<file path="src/rtl/bic_pkg.sv">
// Shared constants and types for the bus and interrupt control block.
package bic_pkg;

  // Width of the processor data path.
  localparam int DATA_WIDTH = 8;

  // Full address width; smaller variants drive only the low lines.
  localparam int ADDR_WIDTH = 16;

  // Clock period and the length of one clock phase, both in ns.
  localparam int CLK_PERIOD_NS = 8;
  localparam int PHASE_NS = 32;

  // Clock cycles per phase, rounded down, never below three.
  localparam int PHASE_CYCLES = (PHASE_NS / CLK_PERIOD_NS < 3) ? 3 : PHASE_NS / CLK_PERIOD_NS;

  // Interrupt vector locations.
  localparam logic [15:0] VEC_NMI_LO = 16'hfffa;
  localparam logic [15:0] VEC_NMI_HI = 16'hfffb;
  localparam logic [15:0] VEC_IRQ_LO = 16'hfffe;
  localparam logic [15:0] VEC_IRQ_HI = 16'hffff;

  // The stack lives on page one.
  localparam logic [7:0] STACK_PAGE = 8'h01;

  // Position of the interrupt mask flag in the status register.
  localparam int MASK_BIT = 2;

  // Positions of each pin in the synchroniser bundle.
  localparam int PIN_IRQ = 0;
  localparam int PIN_NMI = 1;
  localparam int PIN_RDY = 2;
  localparam int PIN_SO = 3;
  localparam int PIN_DRV_EN = 4;
  localparam int PIN_DATA = 5;
  localparam int PIN_COUNT = 13;

  // Interrupt entry sequence states.
  typedef enum logic [5:0] {
    ST_IDLE = 6'h01,
    ST_PUSH_HI = 6'h02,
    ST_PUSH_LO = 6'h04,
    ST_PUSH_P = 6'h08,
    ST_VEC_LO = 6'h10,
    ST_VEC_HI = 6'h20
  } bic_entry_type;

endpackage

</file>
<file path="src/rtl/bic_phase_gen.sv">
`timescale 1ns/1ps
`default_nettype none
// Divides the system clock into phase one and phase two of one bus cycle.
module bic_phase_gen #(
  parameter int PHASE_CYCLES = bic_pkg::PHASE_CYCLES
) (
  input wire logic clk,
  input wire logic rst,
  output logic ph1_load,
  output logic ph1_end,
  output logic ph2_end,
  output logic in_ph2
);

  // Counter width covers both phases of the cycle.
  localparam int CW = $clog2(2 * PHASE_CYCLES);

  // Position inside the bus cycle.
  logic [CW-1:0] count_ff;

  // The counter wraps at the end of phase two, starting a new cycle.
  always_ff @(posedge clk) begin
    if (rst) begin
      count_ff <= '0;
    end else if (count_ff == CW'(2 * PHASE_CYCLES - 1)) begin
      count_ff <= '0;
    end else begin
      count_ff <= count_ff + CW'(1);
    end
  end

  // Loading one cycle into phase one lets the core settle its next address first.
  assign ph1_load = (count_ff == CW'(1));
  assign ph1_end = (count_ff == CW'(PHASE_CYCLES - 1));
  assign ph2_end = (count_ff == CW'(2 * PHASE_CYCLES - 1));
  assign in_ph2 = (count_ff >= CW'(PHASE_CYCLES));

endmodule
`default_nettype wire

</file>
<file path="src/rtl/bic_bus_int_ctrl.sv">
// Operation
// - address lines sized per variant width.
// - maskable request taken after instruction, mask clear.
// - entry saves program counter and status.
// - mask flag set after state saved.
// - maskable vector from FFFE low, FFFF high.
// - interrupts recognised only while ready high; the code gates only the maskable request on ready.
// - falling edge requests non-maskable interrupt.
// - non-maskable entry ignores mask flag.
// - non-maskable vector from FFFA, FFFB.
// - sample in phase two, enter next phase one.
// - eight-bit bidirectional data bus, tri-state drivers.
// - drivers enabled only while driver enable high.
// - drivers off during read cycles.
// - overflow input falling edge sets overflow.
// - ready halts any cycle except writes.
// - halt keeps current address on lines.
// - ready low on write defers halt.
// - stay halted while ready low in phase two.
`timescale 1ns/1ps
`default_nettype none
module bic_bus_int_ctrl #(
  parameter int ADDR_WIDTH = bic_pkg::ADDR_WIDTH,
  parameter int PHASE_CYCLES = bic_pkg::PHASE_CYCLES
) (
  input wire logic CLOCK,
  input wire logic RST,
  input wire logic IRQ_N,
  input wire logic NMI_N,
  input wire logic RDY,
  input wire logic SO_N,
  input wire logic DATA_DRIVER_ENABLE,
  input wire logic [7:0] DATA_LINES_IN,
  output logic [7:0] DATA_LINES_OUT,
  output logic DATA_LINES_OE,
  output logic [ADDR_WIDTH-1:0] ADDRESS_LINES,
  output logic RW,
  input wire logic [15:0] CORE_ADDR,
  input wire logic [7:0] CORE_WDATA,
  input wire logic CORE_WRITE,
  input wire logic CORE_INSTR_DONE,
  input wire logic [15:0] CORE_PC,
  input wire logic [7:0] CORE_STATUS,
  input wire logic [7:0] CORE_SP,
  output logic [7:0] CORE_READ_DATA,
  output logic CORE_CYCLE_DONE,
  output logic CORE_HOLD,
  output logic [15:0] NEW_PC,
  output logic [7:0] NEW_SP,
  output logic NEW_PC_LOAD,
  output logic SET_MASK,
  output logic SET_OVERFLOW
);

  // Vector address for the chosen interrupt kind and byte.
  function automatic logic [15:0] vec_addr(input logic nmi, input logic hi);
    return nmi ? (hi ? bic_pkg::VEC_NMI_HI : bic_pkg::VEC_NMI_LO) : (hi ? bic_pkg::VEC_IRQ_HI : bic_pkg::VEC_IRQ_LO);
  endfunction

  // Phase strobes from the divider.
  logic ph1_load;
  logic ph1_end;
  logic ph2_end;
  logic in_ph2;

  bic_phase_gen #(
    .PHASE_CYCLES(PHASE_CYCLES)
  ) u_phase (
    .clk(CLOCK),
    .rst(RST),
    .ph1_load(ph1_load),
    .ph1_end(ph1_end),
    .ph2_end(ph2_end),
    .in_ph2(in_ph2)
  );

  // Two-stage synchroniser for every pin input.
  logic [bic_pkg::PIN_COUNT-1:0] pin_meta_ff;
  logic [bic_pkg::PIN_COUNT-1:0] pin_sync_ff;

  // Only the second stage is ever read; the first may be metastable.
  always_ff @(posedge CLOCK) begin
    pin_meta_ff <= {DATA_LINES_IN, DATA_DRIVER_ENABLE, SO_N, RDY, NMI_N, IRQ_N};
    pin_sync_ff <= pin_meta_ff;
  end

  // Named views of the synchronised pins.
  logic irq_s;
  logic nmi_s;
  logic rdy_s;
  logic so_s;
  logic drv_en_s;
  logic [7:0] rd_data;
  assign irq_s = pin_sync_ff[bic_pkg::PIN_IRQ];
  assign nmi_s = pin_sync_ff[bic_pkg::PIN_NMI];
  assign rdy_s = pin_sync_ff[bic_pkg::PIN_RDY];
  assign so_s = pin_sync_ff[bic_pkg::PIN_SO];
  assign drv_en_s = pin_sync_ff[bic_pkg::PIN_DRV_EN];
  assign rd_data = pin_sync_ff[bic_pkg::PIN_DATA +: 8];

  // Bus cycle and halt state.
  logic halted_ff;
  logic cyc_write_ff;
  logic cycle_done;

  // A cycle only completes when it was not stalled by ready.
  assign cycle_done = ph2_end & ~halted_ff;

  // Entry sequence state and saved context.
  bic_pkg::bic_entry_type state_ff;
  logic is_nmi_ff;
  logic [7:0] sp_ff;
  logic [15:0] pc_save_ff;
  logic [7:0] p_save_ff;
  logic [7:0] vec_lo_ff;
  logic nmi_pend_ff;
  logic nmi_prev_ff;
  logic so_prev_ff;

  // Interrupt decisions at the end of phase two.
  logic irq_req;
  logic take_nmi;
  logic take_irq;
  logic take_any;
  assign irq_req = ~irq_s & rdy_s;
  assign take_nmi = cycle_done & (state_ff == bic_pkg::ST_IDLE) & CORE_INSTR_DONE & nmi_pend_ff;
  assign take_irq = cycle_done & (state_ff == bic_pkg::ST_IDLE) & CORE_INSTR_DONE & ~nmi_pend_ff & irq_req
                    & ~CORE_STATUS[bic_pkg::MASK_BIT];
  assign take_any = take_nmi | take_irq;

  // Address, data and direction for the next bus cycle.
  logic [15:0] nxt_addr;
  logic [7:0] nxt_wdata;
  logic nxt_write;

  // The entry sequence owns the bus; otherwise the core does.
  always_comb begin
    nxt_addr = CORE_ADDR;
    nxt_wdata = CORE_WDATA;
    nxt_write = CORE_WRITE;
    unique case (state_ff)
      bic_pkg::ST_PUSH_HI: begin
        nxt_addr = {bic_pkg::STACK_PAGE, sp_ff};
        nxt_wdata = pc_save_ff[15:8];
        nxt_write = 1'b1;
      end
      bic_pkg::ST_PUSH_LO: begin
        nxt_addr = {bic_pkg::STACK_PAGE, sp_ff};
        nxt_wdata = pc_save_ff[7:0];
        nxt_write = 1'b1;
      end
      bic_pkg::ST_PUSH_P: begin
        nxt_addr = {bic_pkg::STACK_PAGE, sp_ff};
        nxt_wdata = p_save_ff;
        nxt_write = 1'b1;
      end
      bic_pkg::ST_VEC_LO: begin
        nxt_addr = vec_addr(is_nmi_ff, 1'b0);
        nxt_write = 1'b0;
      end
      bic_pkg::ST_VEC_HI: begin
        nxt_addr = vec_addr(is_nmi_ff, 1'b1);
        nxt_write = 1'b0;
      end
      default: begin // Idle, and any illegal code, leaves the bus to the core.
        nxt_addr = CORE_ADDR;
      end
    endcase
  end

  // Drive the bus one clock into phase one of each cycle; a halted cycle keeps its address.
  always_ff @(posedge CLOCK) begin
    if (RST) begin
      ADDRESS_LINES <= '0;
      DATA_LINES_OUT <= 8'h00;
      RW <= 1'b1;
      cyc_write_ff <= 1'b0;
    end else if (ph1_load && !halted_ff) begin
      ADDRESS_LINES <= nxt_addr[ADDR_WIDTH-1:0];
      DATA_LINES_OUT <= nxt_wdata;
      RW <= ~nxt_write;
      cyc_write_ff <= nxt_write;
    end
  end

  // Drivers on from one clock after phase two begins to one clock after it ends, on a write with the enable pin high.
  always_ff @(posedge CLOCK) begin
    if (RST) begin
      DATA_LINES_OE <= 1'b0;
    end else begin
      DATA_LINES_OE <= cyc_write_ff & in_ph2 & drv_en_s;
    end
  end

  // Ready stalls read cycles at the end of phase one, never write cycles.
  always_ff @(posedge CLOCK) begin
    if (RST) begin
      halted_ff <= 1'b0;
    end else if (ph1_end && !rdy_s && !cyc_write_ff) begin
      halted_ff <= 1'b1;
    end else if (ph2_end && halted_ff && rdy_s) begin
      halted_ff <= 1'b0;
    end
  end

  // Each falling edge of the non-maskable input is latched once; a new edge wins over the clear.
  always_ff @(posedge CLOCK) begin
    if (RST) begin
      nmi_prev_ff <= 1'b1;
      nmi_pend_ff <= 1'b0;
    end else if (ph2_end) begin
      nmi_prev_ff <= nmi_s;
      if (nmi_prev_ff && !nmi_s) begin
        nmi_pend_ff <= 1'b1;
      end else if (take_nmi) begin
        nmi_pend_ff <= 1'b0;
      end
    end
  end

  // Overflow input is sampled at the trailing edge of phase one.
  always_ff @(posedge CLOCK) begin
    if (RST) begin
      so_prev_ff <= 1'b1;
      SET_OVERFLOW <= 1'b0;
    end else begin
      SET_OVERFLOW <= ph1_end & so_prev_ff & ~so_s;
      if (ph1_end) begin
        so_prev_ff <= so_s;
      end
    end
  end

  // Entry sequencer advances one state per completed bus cycle.
  always_ff @(posedge CLOCK) begin
    if (RST) begin
      state_ff <= bic_pkg::ST_IDLE;
      is_nmi_ff <= 1'b0;
      sp_ff <= 8'h00;
      pc_save_ff <= 16'h0000;
      p_save_ff <= 8'h00;
      vec_lo_ff <= 8'h00;
    end else if (take_any) begin
      state_ff <= bic_pkg::ST_PUSH_HI;
      is_nmi_ff <= take_nmi;
      sp_ff <= CORE_SP;
      pc_save_ff <= CORE_PC;
      p_save_ff <= CORE_STATUS;
    end else if (cycle_done) begin
      unique case (state_ff)
        bic_pkg::ST_IDLE: begin
          state_ff <= bic_pkg::ST_IDLE;
        end
        bic_pkg::ST_PUSH_HI: begin
          state_ff <= bic_pkg::ST_PUSH_LO;
          sp_ff <= sp_ff - 8'h01;
        end
        bic_pkg::ST_PUSH_LO: begin
          state_ff <= bic_pkg::ST_PUSH_P;
          sp_ff <= sp_ff - 8'h01;
        end
        bic_pkg::ST_PUSH_P: begin
          state_ff <= bic_pkg::ST_VEC_LO;
          sp_ff <= sp_ff - 8'h01;
        end
        bic_pkg::ST_VEC_LO: begin
          state_ff <= bic_pkg::ST_VEC_HI;
          vec_lo_ff <= rd_data;
        end
        bic_pkg::ST_VEC_HI: begin
          state_ff <= bic_pkg::ST_IDLE;
        end
        default: begin
          state_ff <= bic_pkg::ST_IDLE;
        end
      endcase
    end
  end

  // Results handed back to the core, each a registered pulse or value.
  always_ff @(posedge CLOCK) begin
    if (RST) begin
      CORE_READ_DATA <= 8'h00;
      CORE_CYCLE_DONE <= 1'b0;
      CORE_HOLD <= 1'b0;
      NEW_PC <= 16'h0000;
      NEW_SP <= 8'h00;
      NEW_PC_LOAD <= 1'b0;
      SET_MASK <= 1'b0;
    end else begin
      CORE_CYCLE_DONE <= cycle_done & (state_ff == bic_pkg::ST_IDLE);
      CORE_HOLD <= halted_ff | take_any | (state_ff != bic_pkg::ST_IDLE);
      SET_MASK <= cycle_done & (state_ff == bic_pkg::ST_PUSH_P);
      NEW_PC_LOAD <= cycle_done & (state_ff == bic_pkg::ST_VEC_HI);
      if (cycle_done && !cyc_write_ff) begin
        CORE_READ_DATA <= rd_data;
      end
      if (cycle_done && state_ff == bic_pkg::ST_VEC_HI) begin
        NEW_PC <= {rd_data, vec_lo_ff};
        NEW_SP <= sp_ff;
      end
    end
  end
endmodule
`default_nettype wire

</file>
<file path="config.mk">
export PLATFORM = sky130hd
export DESIGN_NAME = bic_bus_int_ctrl
export DESIGN_NICKNAME = d
export VERILOG_FILES = /design/src/rtl/bic_pkg.sv /design/src/rtl/bic_phase_gen.sv /design/src/rtl/bic_bus_int_ctrl.sv
export SDC_FILE = /design/constraint.sdc
export NUM_CORES = 1
export LEC_CHECK = 0
export BUFFER_PORTS_ARGS = -buffer_cell sky130_fd_sc_hd__buf_2
export CAP_MARGIN = 10
export CORE_MARGIN = 8
export CORE_UTILIZATION = 52
export CTS_CLUSTER_SIZE = 8
export DETAILED_ROUTE_END_ITERATION = 6
export GPL_TIMING_DRIVEN = 0
export PLACE_DENSITY = 0.79
export SETUP_SLACK_MARGIN = 0.4
export SLEW_MARGIN = 40
export SYNTH_ARGS = -nofsm -noshare
export SYNTH_HDL_FRONTEND = slang
export SYNTH_SLANG_ARGS = --single-unit
</file>
<file path="constraint.sdc">
create_clock -name CLOCK -period 2.84 [get_ports CLOCK]
set_clock_uncertainty 0.15 [all_clocks]
set_input_delay 0 -clock CLOCK [delete_from_list [all_inputs] [get_ports CLOCK]]
set_output_delay 0 -clock CLOCK [all_outputs]
set_load 0.01 [all_outputs]
</file>
==> results of run 1 <==
-- critical path: stages, from the launching register on --
cell and delay (ps):
dfxtp_1 300, clkbuf_1 230, nor4_1 370, and3b_1 210
clkbuf_1 440, a222oi_1 240, a21o_1 230, a21oi_1 120
-- cell families (layout without fill, tap and decap cells) --
group,Yosys count,in the layout,share of synthesized area [%]
XOR/XNOR,1,1,0.1651
AO/OA/AOI/OAI,152,152,17.73
AND/OR/NAND/NOR,229,229,19.50
flip-flops,144,144,54.33
multiplexers,11,11,2.075
buffers and inverters,56,311,5.022
adder cells (fa/ha/maj),5,5,1.179
-- state kept, by name (all words and copies together), names as in the netlist, 3 cells and up --
register          flops
ADDRESS_LINES        16
CORE_READ_DATA        8
DATA_LINES_OUT        8
NEW_PC               16
NEW_SP                8
p_save_ff             8
pc_save_ff           16
pin_meta_ff          13
pin_sync_ff          13
sp_ff                 8
state_ff              6
u_phase.count_ff      3
vec_lo_ff             8
-- layout by cell type (no fill, tap or decap), types with 5 or more instances in the layout --
| master | instances |
|---|---|
| a211oi_1 | 8 |
| a21oi_1 | 94 |
| a222oi_1 | 8 |
| buf_2 | 141 |
| buf_4 | 5 |
| buf_6 | 6 |
| clkbuf_1 | 26 |
| clkbuf_16 | 16 |
| clkbuf_2 | 5 |
| clkinv_8 | 6 |
| dfxtp_1 | 144 |
| dlygate4sd3_1 | 85 |
| inv_1 | 11 |
| mux2i_1 | 11 |
| nand2_1 | 125 |
| nand3b_1 | 5 |
| nand4_1 | 5 |
| nor2_1 | 39 |
| nor3_1 | 21 |
| o21ai_0 | 13 |
| o32ai_1 | 6 |
-- worst max path at each step --
stage	endpoint	slack, ps	cells past startpoint
after floorplan	vec_lo_ff[0]	640	8
after CTS	NEW_PC[13]	410	8
after global routing	cyc_write_ff	400	7
after global placement	vec_lo_ff[7]	390	8
final	DATA_LINES_OUT[7]	490	7
after detailed placement	vec_lo_ff[5]	230	8
-- synthesized netlist by cell type (all sizes together) (2+ instances only) --
| cell type | n | share of area, % |
|---|---|---|
| nor2 | 40 | 2.8 |
| or2 | 3 | 0.35 |
| dfxtp | 144 | 54 |
| and3b | 2 | 0.33 |
| nand3b | 5 | 0.71 |
| a21oi | 94 | 8.9 |
| mux2i | 11 | 2.1 |
| nor4 | 5 | 0.59 |
| nor3b | 5 | 0.92 |
| a222oi | 8 | 1.5 |
| clkbuf | 32 | 2.3 |
| a211oi | 10 | 1.6 |
| nand3 | 4 | 0.38 |
| nand2 | 125 | 8.8 |
| buf | 13 | 2.0 |
| a311oi | 4 | 0.66 |
| nor2b | 3 | 0.35 |
| o21ai | 14 | 1.3 |
| o32ai | 6 | 0.99 |
| nand2b | 4 | 0.47 |
| nor3 | 21 | 2.0 |
| inv | 11 | 0.78 |
| a22oi | 3 | 0.42 |
| o221ai | 3 | 0.50 |
| or3b | 2 | 0.33 |
| a21o | 4 | 0.57 |
| ha | 5 | 1.2 |
| nand4 | 5 | 0.59 |
-- cell type report --
class	instances	area, µm²
multi-input cells	398	2178
plain buffers	45	235.2
fillers	669	2435
repair buffers	223	1549
well taps	136	170.2
clock inverters	15	186.4
inverters	11	41.29
flip-flops and latches	144	2883
clock buffers	17	414.1
-- stage by stage --
stage          instances  area (µm²)
2_1_floorplan        598        5306
3_3_place_gp         869        6152
3_5_place_dp         869        6152
4_1_cts              988        7624
5_1_grt              989        7657
6_report             989        7657
-- power by group --
part	switching [W]	internal, W	leakage, nW	total, W
Combinational	0.000184	0.000188	1.76	0.000371
Sequential	0.0000342	0.00208	1.17	0.00212
Clock	0.00103	0.00115	0.292	0.00218
-- metal layers --
| layer | vias to the layer above | global-route usage [%] | wire, µm | share of wire (%) |
|---|---|---|---|---|
| li1 | 2565 | - | - | - |
| met1 | 2572 | 29.62 | 6754 | 39 |
| met2 | 298 | 45.35 | 8542 | 49 |
| met3 | 55 | 5.131 | 1529 | 8.8 |
| met4 | 0 | 11.95 | 563 | 3.2 |
| met5 | - | 0 | 0 | 0 |
-- what timing repair did --
| item | 4_1_cts | 5_1_grt |
|---|---|---|
| endpoints found under the setup margin | 22 | 95 |
| hold buffers | 85 | 0 |
| resized for setup | 3 | 15 |
| endpoints found under the hold margin | 73 | 0 |
| buffers inserted | 2 | 1 |
| pin swaps | 2 | 2 |
| cloned | 0 | 0 |
==> results, run 1 <==
- After synthesis, the netlist uses 45 different library cells.
- The share of synthesized flip-flops with an asynchronous set or reset is 0%.
- Headroom to the max-slew limit came out at 53.66%.
- The max-capacitance violation count is 0.
- The wire-length estimate of the detail-placed layout is 11320 µm.
- The ratio of cells with drive above 1 in the final layout is 23.92%.
- The number of global-route vias before repair is 5543.
- The horizontal extent of the die is 117.0 µm.
- The worst setup path is launched from a flop.
- Before antenna repair, the detailed router went through 5 iterations.
- The startpoint identified for the worst register-to-register timing path is state_ff[0].
- The worst setup path is captured at a flop.
- After layout, the minimum clock period comes to 2351 ps.
- The CTS tree is done.
- Synthesis produced a netlist with a net count of 676.
- The leakage power summed over all cells is 3.225 nW.
- The run finished with clean final reports.
- The internal reg-to-reg setup slack is 490 ps.
- Compared with the post-synthesis result, the final layout area differs by 44.31%.
- The floorplan core area is 10090 µm².
- The setup path with the least slack is of type flop to flop.
- The number of antenna-violating nets in the routed design is 0.
- The total I/O pin count is 136.
- The source-to-sink clock delay at the later pin of the worst-skew pair is 540 ps.
- The initial utilization of the core area, before any placement, comes to 52.58%.
- The synthesized area is 5306 µm².
- The largest net degree at the start of global routing is 19.
- Using the TritonRoute via totals, the vias-per-cell ratio works out to 5.551.
- The most used flip-flop cell after synthesis is dfxtp_1.
- The number of buffers created by CTS is 17.
- The endpoint identified for the worst register-to-register timing path is DATA_LINES_OUT[7].
- The final max-slew violation count is 0.
- Based on the critical path, the design can be clocked at up to 425.3 MHz.
- The tree built by TritonCTS fans out to 144 sinks.
- The die outline area is 13690 µm².
- The source of the worst hold timing path is CORE_STATUS[1].
- The number of H-tree branching levels is 4.
- CTS placed an instance of clkbuf_8 at the clock tree root.
- VDD sags by at most 0.0005246 V.
- The worst setup path startpoint is state_ff[0].
- The initial antenna violation count was 0.
- Counting instances, the worst hold path has a depth of 4.
- In the routed design, unresolved DRC markers number 0.
- The global-route wire length before repair is 27280 µm.
- The count of final setup violators is 0.
- From bottom edge to top edge, the die measures 117.0 µm.
- The tightest hold path in the finished design has a slack of 115.1 ps.
- The number of DRC markers after the initial detailed-route iteration is 568.
- After layout, the design draws a total of 0.004669 W.
- The number of I/O port buffers is 135.
- The final net count is 918.
- The final core utilization is 75.87%.
- During synthesis, Yosys emitted a total of 0 warnings.
- The global-route total usage across every layer is 25.80%.
- At the end of routability-driven placement, the weighted congestion stood at 0.8909.
- The setup TNS is 0 ps.
- Timing analysis after detailed placement gives a worst setup slack of 231.0 ps.
- The part of the cycle the worst path needs is 82.78%.
- In the post-route analysis, the smallest setup slack over all paths is 489.0 ps.
- The per-instance average area after synthesis is 8.873 µm².
- The sequential-to-total area share from yosys stat is 54.33%.
- The class of the tightest hold or removal check is primary input to flop.
- The antenna diode instance count is 0.
- In the final routed layout, each cell accounts on average for 17.58 µm.
- The data arrival time at the worst-slack endpoint is 2660 ps.
- The worst register-to-register path has a depth of 7.
- The routed design has 17390 µm of wire.
- The largest fanout on the critical path is 10.
- For hold timing, the worst endpoint is p_save_ff[1].
- The flop and latch count out of synthesis is 144.
- Clock-pin slew was measured on the worst setup and hold paths at 70 ps.
- For the pin with the worst max-slew slack, the measured transition is 695.1 ps.
- The final-report hold violation count is 0.
- The via count is 5490.
- Dividing total power by cell area gives a power density of 609.7 nW/µm².
- The number of placement rows is 37.
- The count of flip-flops with a built-in enable after synthesis is 0.
- Global routing finished with a remaining overflow of 0.
- Setup repair after global routing left no endpoint under its margin.
- At the worst endpoint, the required time is 3150 ps.
- The number of instances in the synthesized netlist is 598.
- The maximum clock path buffer count is 2.
Note: power is estimated with default switching activity, not from simulation.
==> inputs of run 2 (changes only) <==
--- a/config.mk
+++ b/config.mk
@@ -8,11 +8,11 @@
 export BUFFER_PORTS_ARGS = -buffer_cell sky130_fd_sc_hd__buf_2
 export CAP_MARGIN = 10
 export CORE_MARGIN = 8
-export CORE_UTILIZATION = 52
+export CORE_UTILIZATION = 47
 export CTS_CLUSTER_SIZE = 8
 export DETAILED_ROUTE_END_ITERATION = 6
 export GPL_TIMING_DRIVEN = 0
-export PLACE_DENSITY = 0.79
+export PLACE_DENSITY = 0.75
 export SETUP_SLACK_MARGIN = 0.4
 export SLEW_MARGIN = 40
 export SYNTH_ARGS = -nofsm -noshare
==> constraint.sdc (replaced) <==
create_clock -name CLOCK -period 2 [get_ports CLOCK]
set_clock_uncertainty 0.15 [all_clocks]
set_input_delay 0 -clock CLOCK [delete_from_list [all_inputs] [get_ports CLOCK]]
set_output_delay 0 -clock CLOCK [all_outputs]
set_load 0.01 [all_outputs]
==> results, run 2 (synthesized netlist as in run 1, its figures left out) <==
- The worst vdd rail ir drop is 0.0008107 V (+55%).
- The global-route total usage across every layer was 29.81% (+4.0 points).
- The startpoint identified for the worst register-to-register timing path is state_ff[1].
- The total power of the final layout came to 0.007245 W (+55%).
- The via count is 6756 (+23%).
- The number of buffers created by CTS is 17 (unchanged).
- The number of global-route vias before repair is 6478 (+17%).
- The top achievable clock speed is 384.4 MHz (-9.6%).
- The share of total power in combinational logic is 9.3% (+1.3 points).
- The global-route wire length before repair is 34380 µm (+26%).
- The total I/O pin count is 136 (unchanged).
- The clock sink count is 144 (unchanged).
- The required time reported for the critical path endpoint is 2200 ps (-950 ps).
- The largest fanout on the critical path is 5 (-5).
- The count of TritonRoute iterations in the first routing pass is 7 (+2).
- The ratio of cells with drive above 1 in the final layout is 48.62% (+25 points).
- The final max-slew violation count was 0 (unchanged).
- The fill cell total of the finished layout came to 493 (-26%).
- The count of final setup violators is 92 (+92).
- The final reports fail on DRC, setup timing.
- The number of antenna-violating nets in the routed design came to 0 (unchanged).
- The net switching power is 0.001886 W (+51%).
- The total wire length is 28530 µm (+64%).
- The min-delay analysis places its worst path in the category primary input to flop.
- The power share of the sequential group was 41.7% (-3.6 points).
- The largest net degree at the start of global routing was 17 (-2).
- The max-slew headroom at the worst pin was 36.27% (-17 points).
- The average vias per placed instance was 6.434 (+16%).
- The tree is rooted in a clkbuf_16.
- The depth of the worst hold-timing path is 2 (-2).
- The source-to-sink clock delay at the later pin of the worst-skew pair was 440 ps (-100 ps).
- The initial standard-cell utilization of the core is 47.28% (-5.3 points).
- The estimated wirelength of the detail-placed design is 11560 µm (+2.2%).
- The floorplan core area is 11220 µm² (+11%).
- The worst setup slack after layout came to -601.2 ps (-1090 ps).
- The horizontal extent of the die came to 122.3 µm (+4.5%).
- The footprint of the multi-input gates is 3062 µm² (+41%).
- The cell depth of the worst flop-to-flop path came to 8 (+1).
- The clock period minus final worst setup slack is 2601 ps (+250.2 ps).
- The worst hold-check slack is 48.16 ps (-66.90 ps).
- The internal reg-to-reg setup slack came to -600 ps (-1090 ps).
- In the layout the commonest cells are dfxtp_1 (136), buf_2 (136), nand2_1 (77).
- The final-report hold violation count was 0 (unchanged).
- The internal power contribution is 0.005359 W (+57%).
- The height of the die is 122.3 µm (+4.5%).
- The startpoint identified for the worst hold timing path is RDY.
- The antenna diode instance count was 0 (unchanged).
- The final core utilization is 84.16% (+8.3 points).
- The minimum setup slack after placement is -469.9 ps (-701.0 ps).
- Setup repair after global routing could not meet its margin everywhere.
- The critical path endpoint category is a flop.
- The area taken by flip-flops and latches is 2895 µm² (+0.43%).
- The path with the worst hold slack has its endpoint at pin_meta_ff[2].
- The number of H-tree branching levels is 4 (unchanged).
- The clock-pin slew on the worst setup and hold paths was 70 ps (about the same).
- The met2 global-route usage is 49.50% (+4.2 points).
- The worst register-to-register path ends at sp_ff[0].
- The critical path class is flop to flop.
- The number of I/O port buffers is 135 (unchanged).
- The clock group share of total power is 49.0% (+2.3 points).
- The area growth from synthesis to layout is 78.00%.
- The CTS tree is done.
- The worst setup path startpoint is state_ff[1].
- The DRC violation count after routing came to 61 (+61).
- The number of placement rows was 39 (+5.4%).
- The run finished, with violations left.
- The maximum clock path buffer count is 2 (unchanged).
- The met1 routing resource usage after global routing was 32.17% (+2.6 points).
- The data arrival time at the worst-slack endpoint came to 2800 ps (+140 ps).
- The initial antenna violation count is 0 (unchanged).
- The transition time of the tightest slew-check pin is 955.9 ps (+260.8 ps).
- The areal power density over the cells was 767.1 nW/µm² (+26%).
- The part of the cycle the worst path needs is 130.1% (+47 points).
- The number of DRC markers after the initial detailed-route iteration is 1044 (+84%).
- The post-detailed-route wirelength per cell is 27.17 µm (+55%).
- The total global routing overflow is 0 (unchanged).
- The final net count was 972 (+5.9%).
- The share of total power consumed by net switching is 26.03% (-0.69 points).
- The leakage power summed over all cells is 3.888 nW (+21%).
- The max-capacitance violation count is 0 (unchanged).
- The die outline area is 14950 µm² (+9.2%).
- The kind of start point of the critical path is a flop.
- The global routing stage identified its most utilized layer as met2.
- The final weighted congestion in routability-driven placement is 0.8597 (-3.5%).
- The global-route met3 utilization was 9.982% (+4.9 points).
- The largest registers in the layout are ADDRESS_LINES (16), NEW_PC (16), pc_save_ff (16).
==> run 2: changes by cell type in the layout (fill, tap and decap cells not counted), moves of 14 or more <==
cell     previous run  this run
nor3_1             21         6
nand2_4             0        37
nand2_1           125        77
a21oi_2             0        59
buf_8               0        14
a21oi_1            94        32
buf_6               6        22
buf_4               5        42
nor3_2              0        14
==> run 2: how the worst max path moves through the flow <==
stage | depth (start not counted) | endpoint | slack (ps)
2_1_floorplan | 8 | sp_ff[0] | -70
3_3_place_gp | 9 | CORE_HOLD | -430
3_5_place_dp | 9 | pc_save_ff[13] | -470
4_1_cts | 9 | pc_save_ff[14] | -270
5_1_grt | 7 | sp_ff[0] | -580
6_report | 8 | sp_ff[0] | -600
==> run 2: layer usage <==
layer  vias to the layer above  share of wire (%)
li1                       2667                  -
met1                      3179                 34
met2                       671                 46
met3                       239                 13
met4                         0                7.7
met5                         -                  0
==> run 2: critical path, stage by stage, from the launching register on <==
cell and delay [ps]:
dfxtp_2 320, buf_6 110, or4_4 530, buf_6 170, a211oi_4 360, o21ai_2 120
buf_4 180, or3_1 350, a21oi_1 220
==> run 2: final cells by class <==
class,count,area share [%]
tap,143,1.894
clock buffer,19,4.795
clock inverter,13,1.961
sequential,144,30.65
inverter,11,0.4371
multi-input combinational,398,32.41
timing repair buffer,277,22.55
buffer,45,5.299
==> run 2: metrics by stage <==
step           std cells  instance area [µm²]  TNS, ps
2_1_floorplan        598                 5495   -976.1
6_report            1050                 9445   -25600
5_1_grt             1050                 9445   -28260
4_1_cts             1029                 8682   -10170
3_5_place_dp         876                 6350   -23780
3_3_place_gp         876                 6350   -19720
==> run 2: power groups by stage <==
stage	logic (W)	registers, W	clock network, W
floorplan	0.000179	0.00308	0
global placement	0.000383	0.00306	0
detailed placement	0.000393	0.00307	0
CTS	0.000556	0.00301	0.00342
global route	0.000698	0.00303	0.00363
finish	0.000670	0.00302	0.00355
==> run 2: what timing repair did <==
action | CTS | global route
gates resized for setup | 137 | 144
pin swaps | 39 | 40
gates cloned | 8 | 3
buffers inserted | 41 | 18
endpoints found under the setup margin | 110 | 109
endpoints found under the hold margin | 73 | 0
hold buffers | 72 | 0
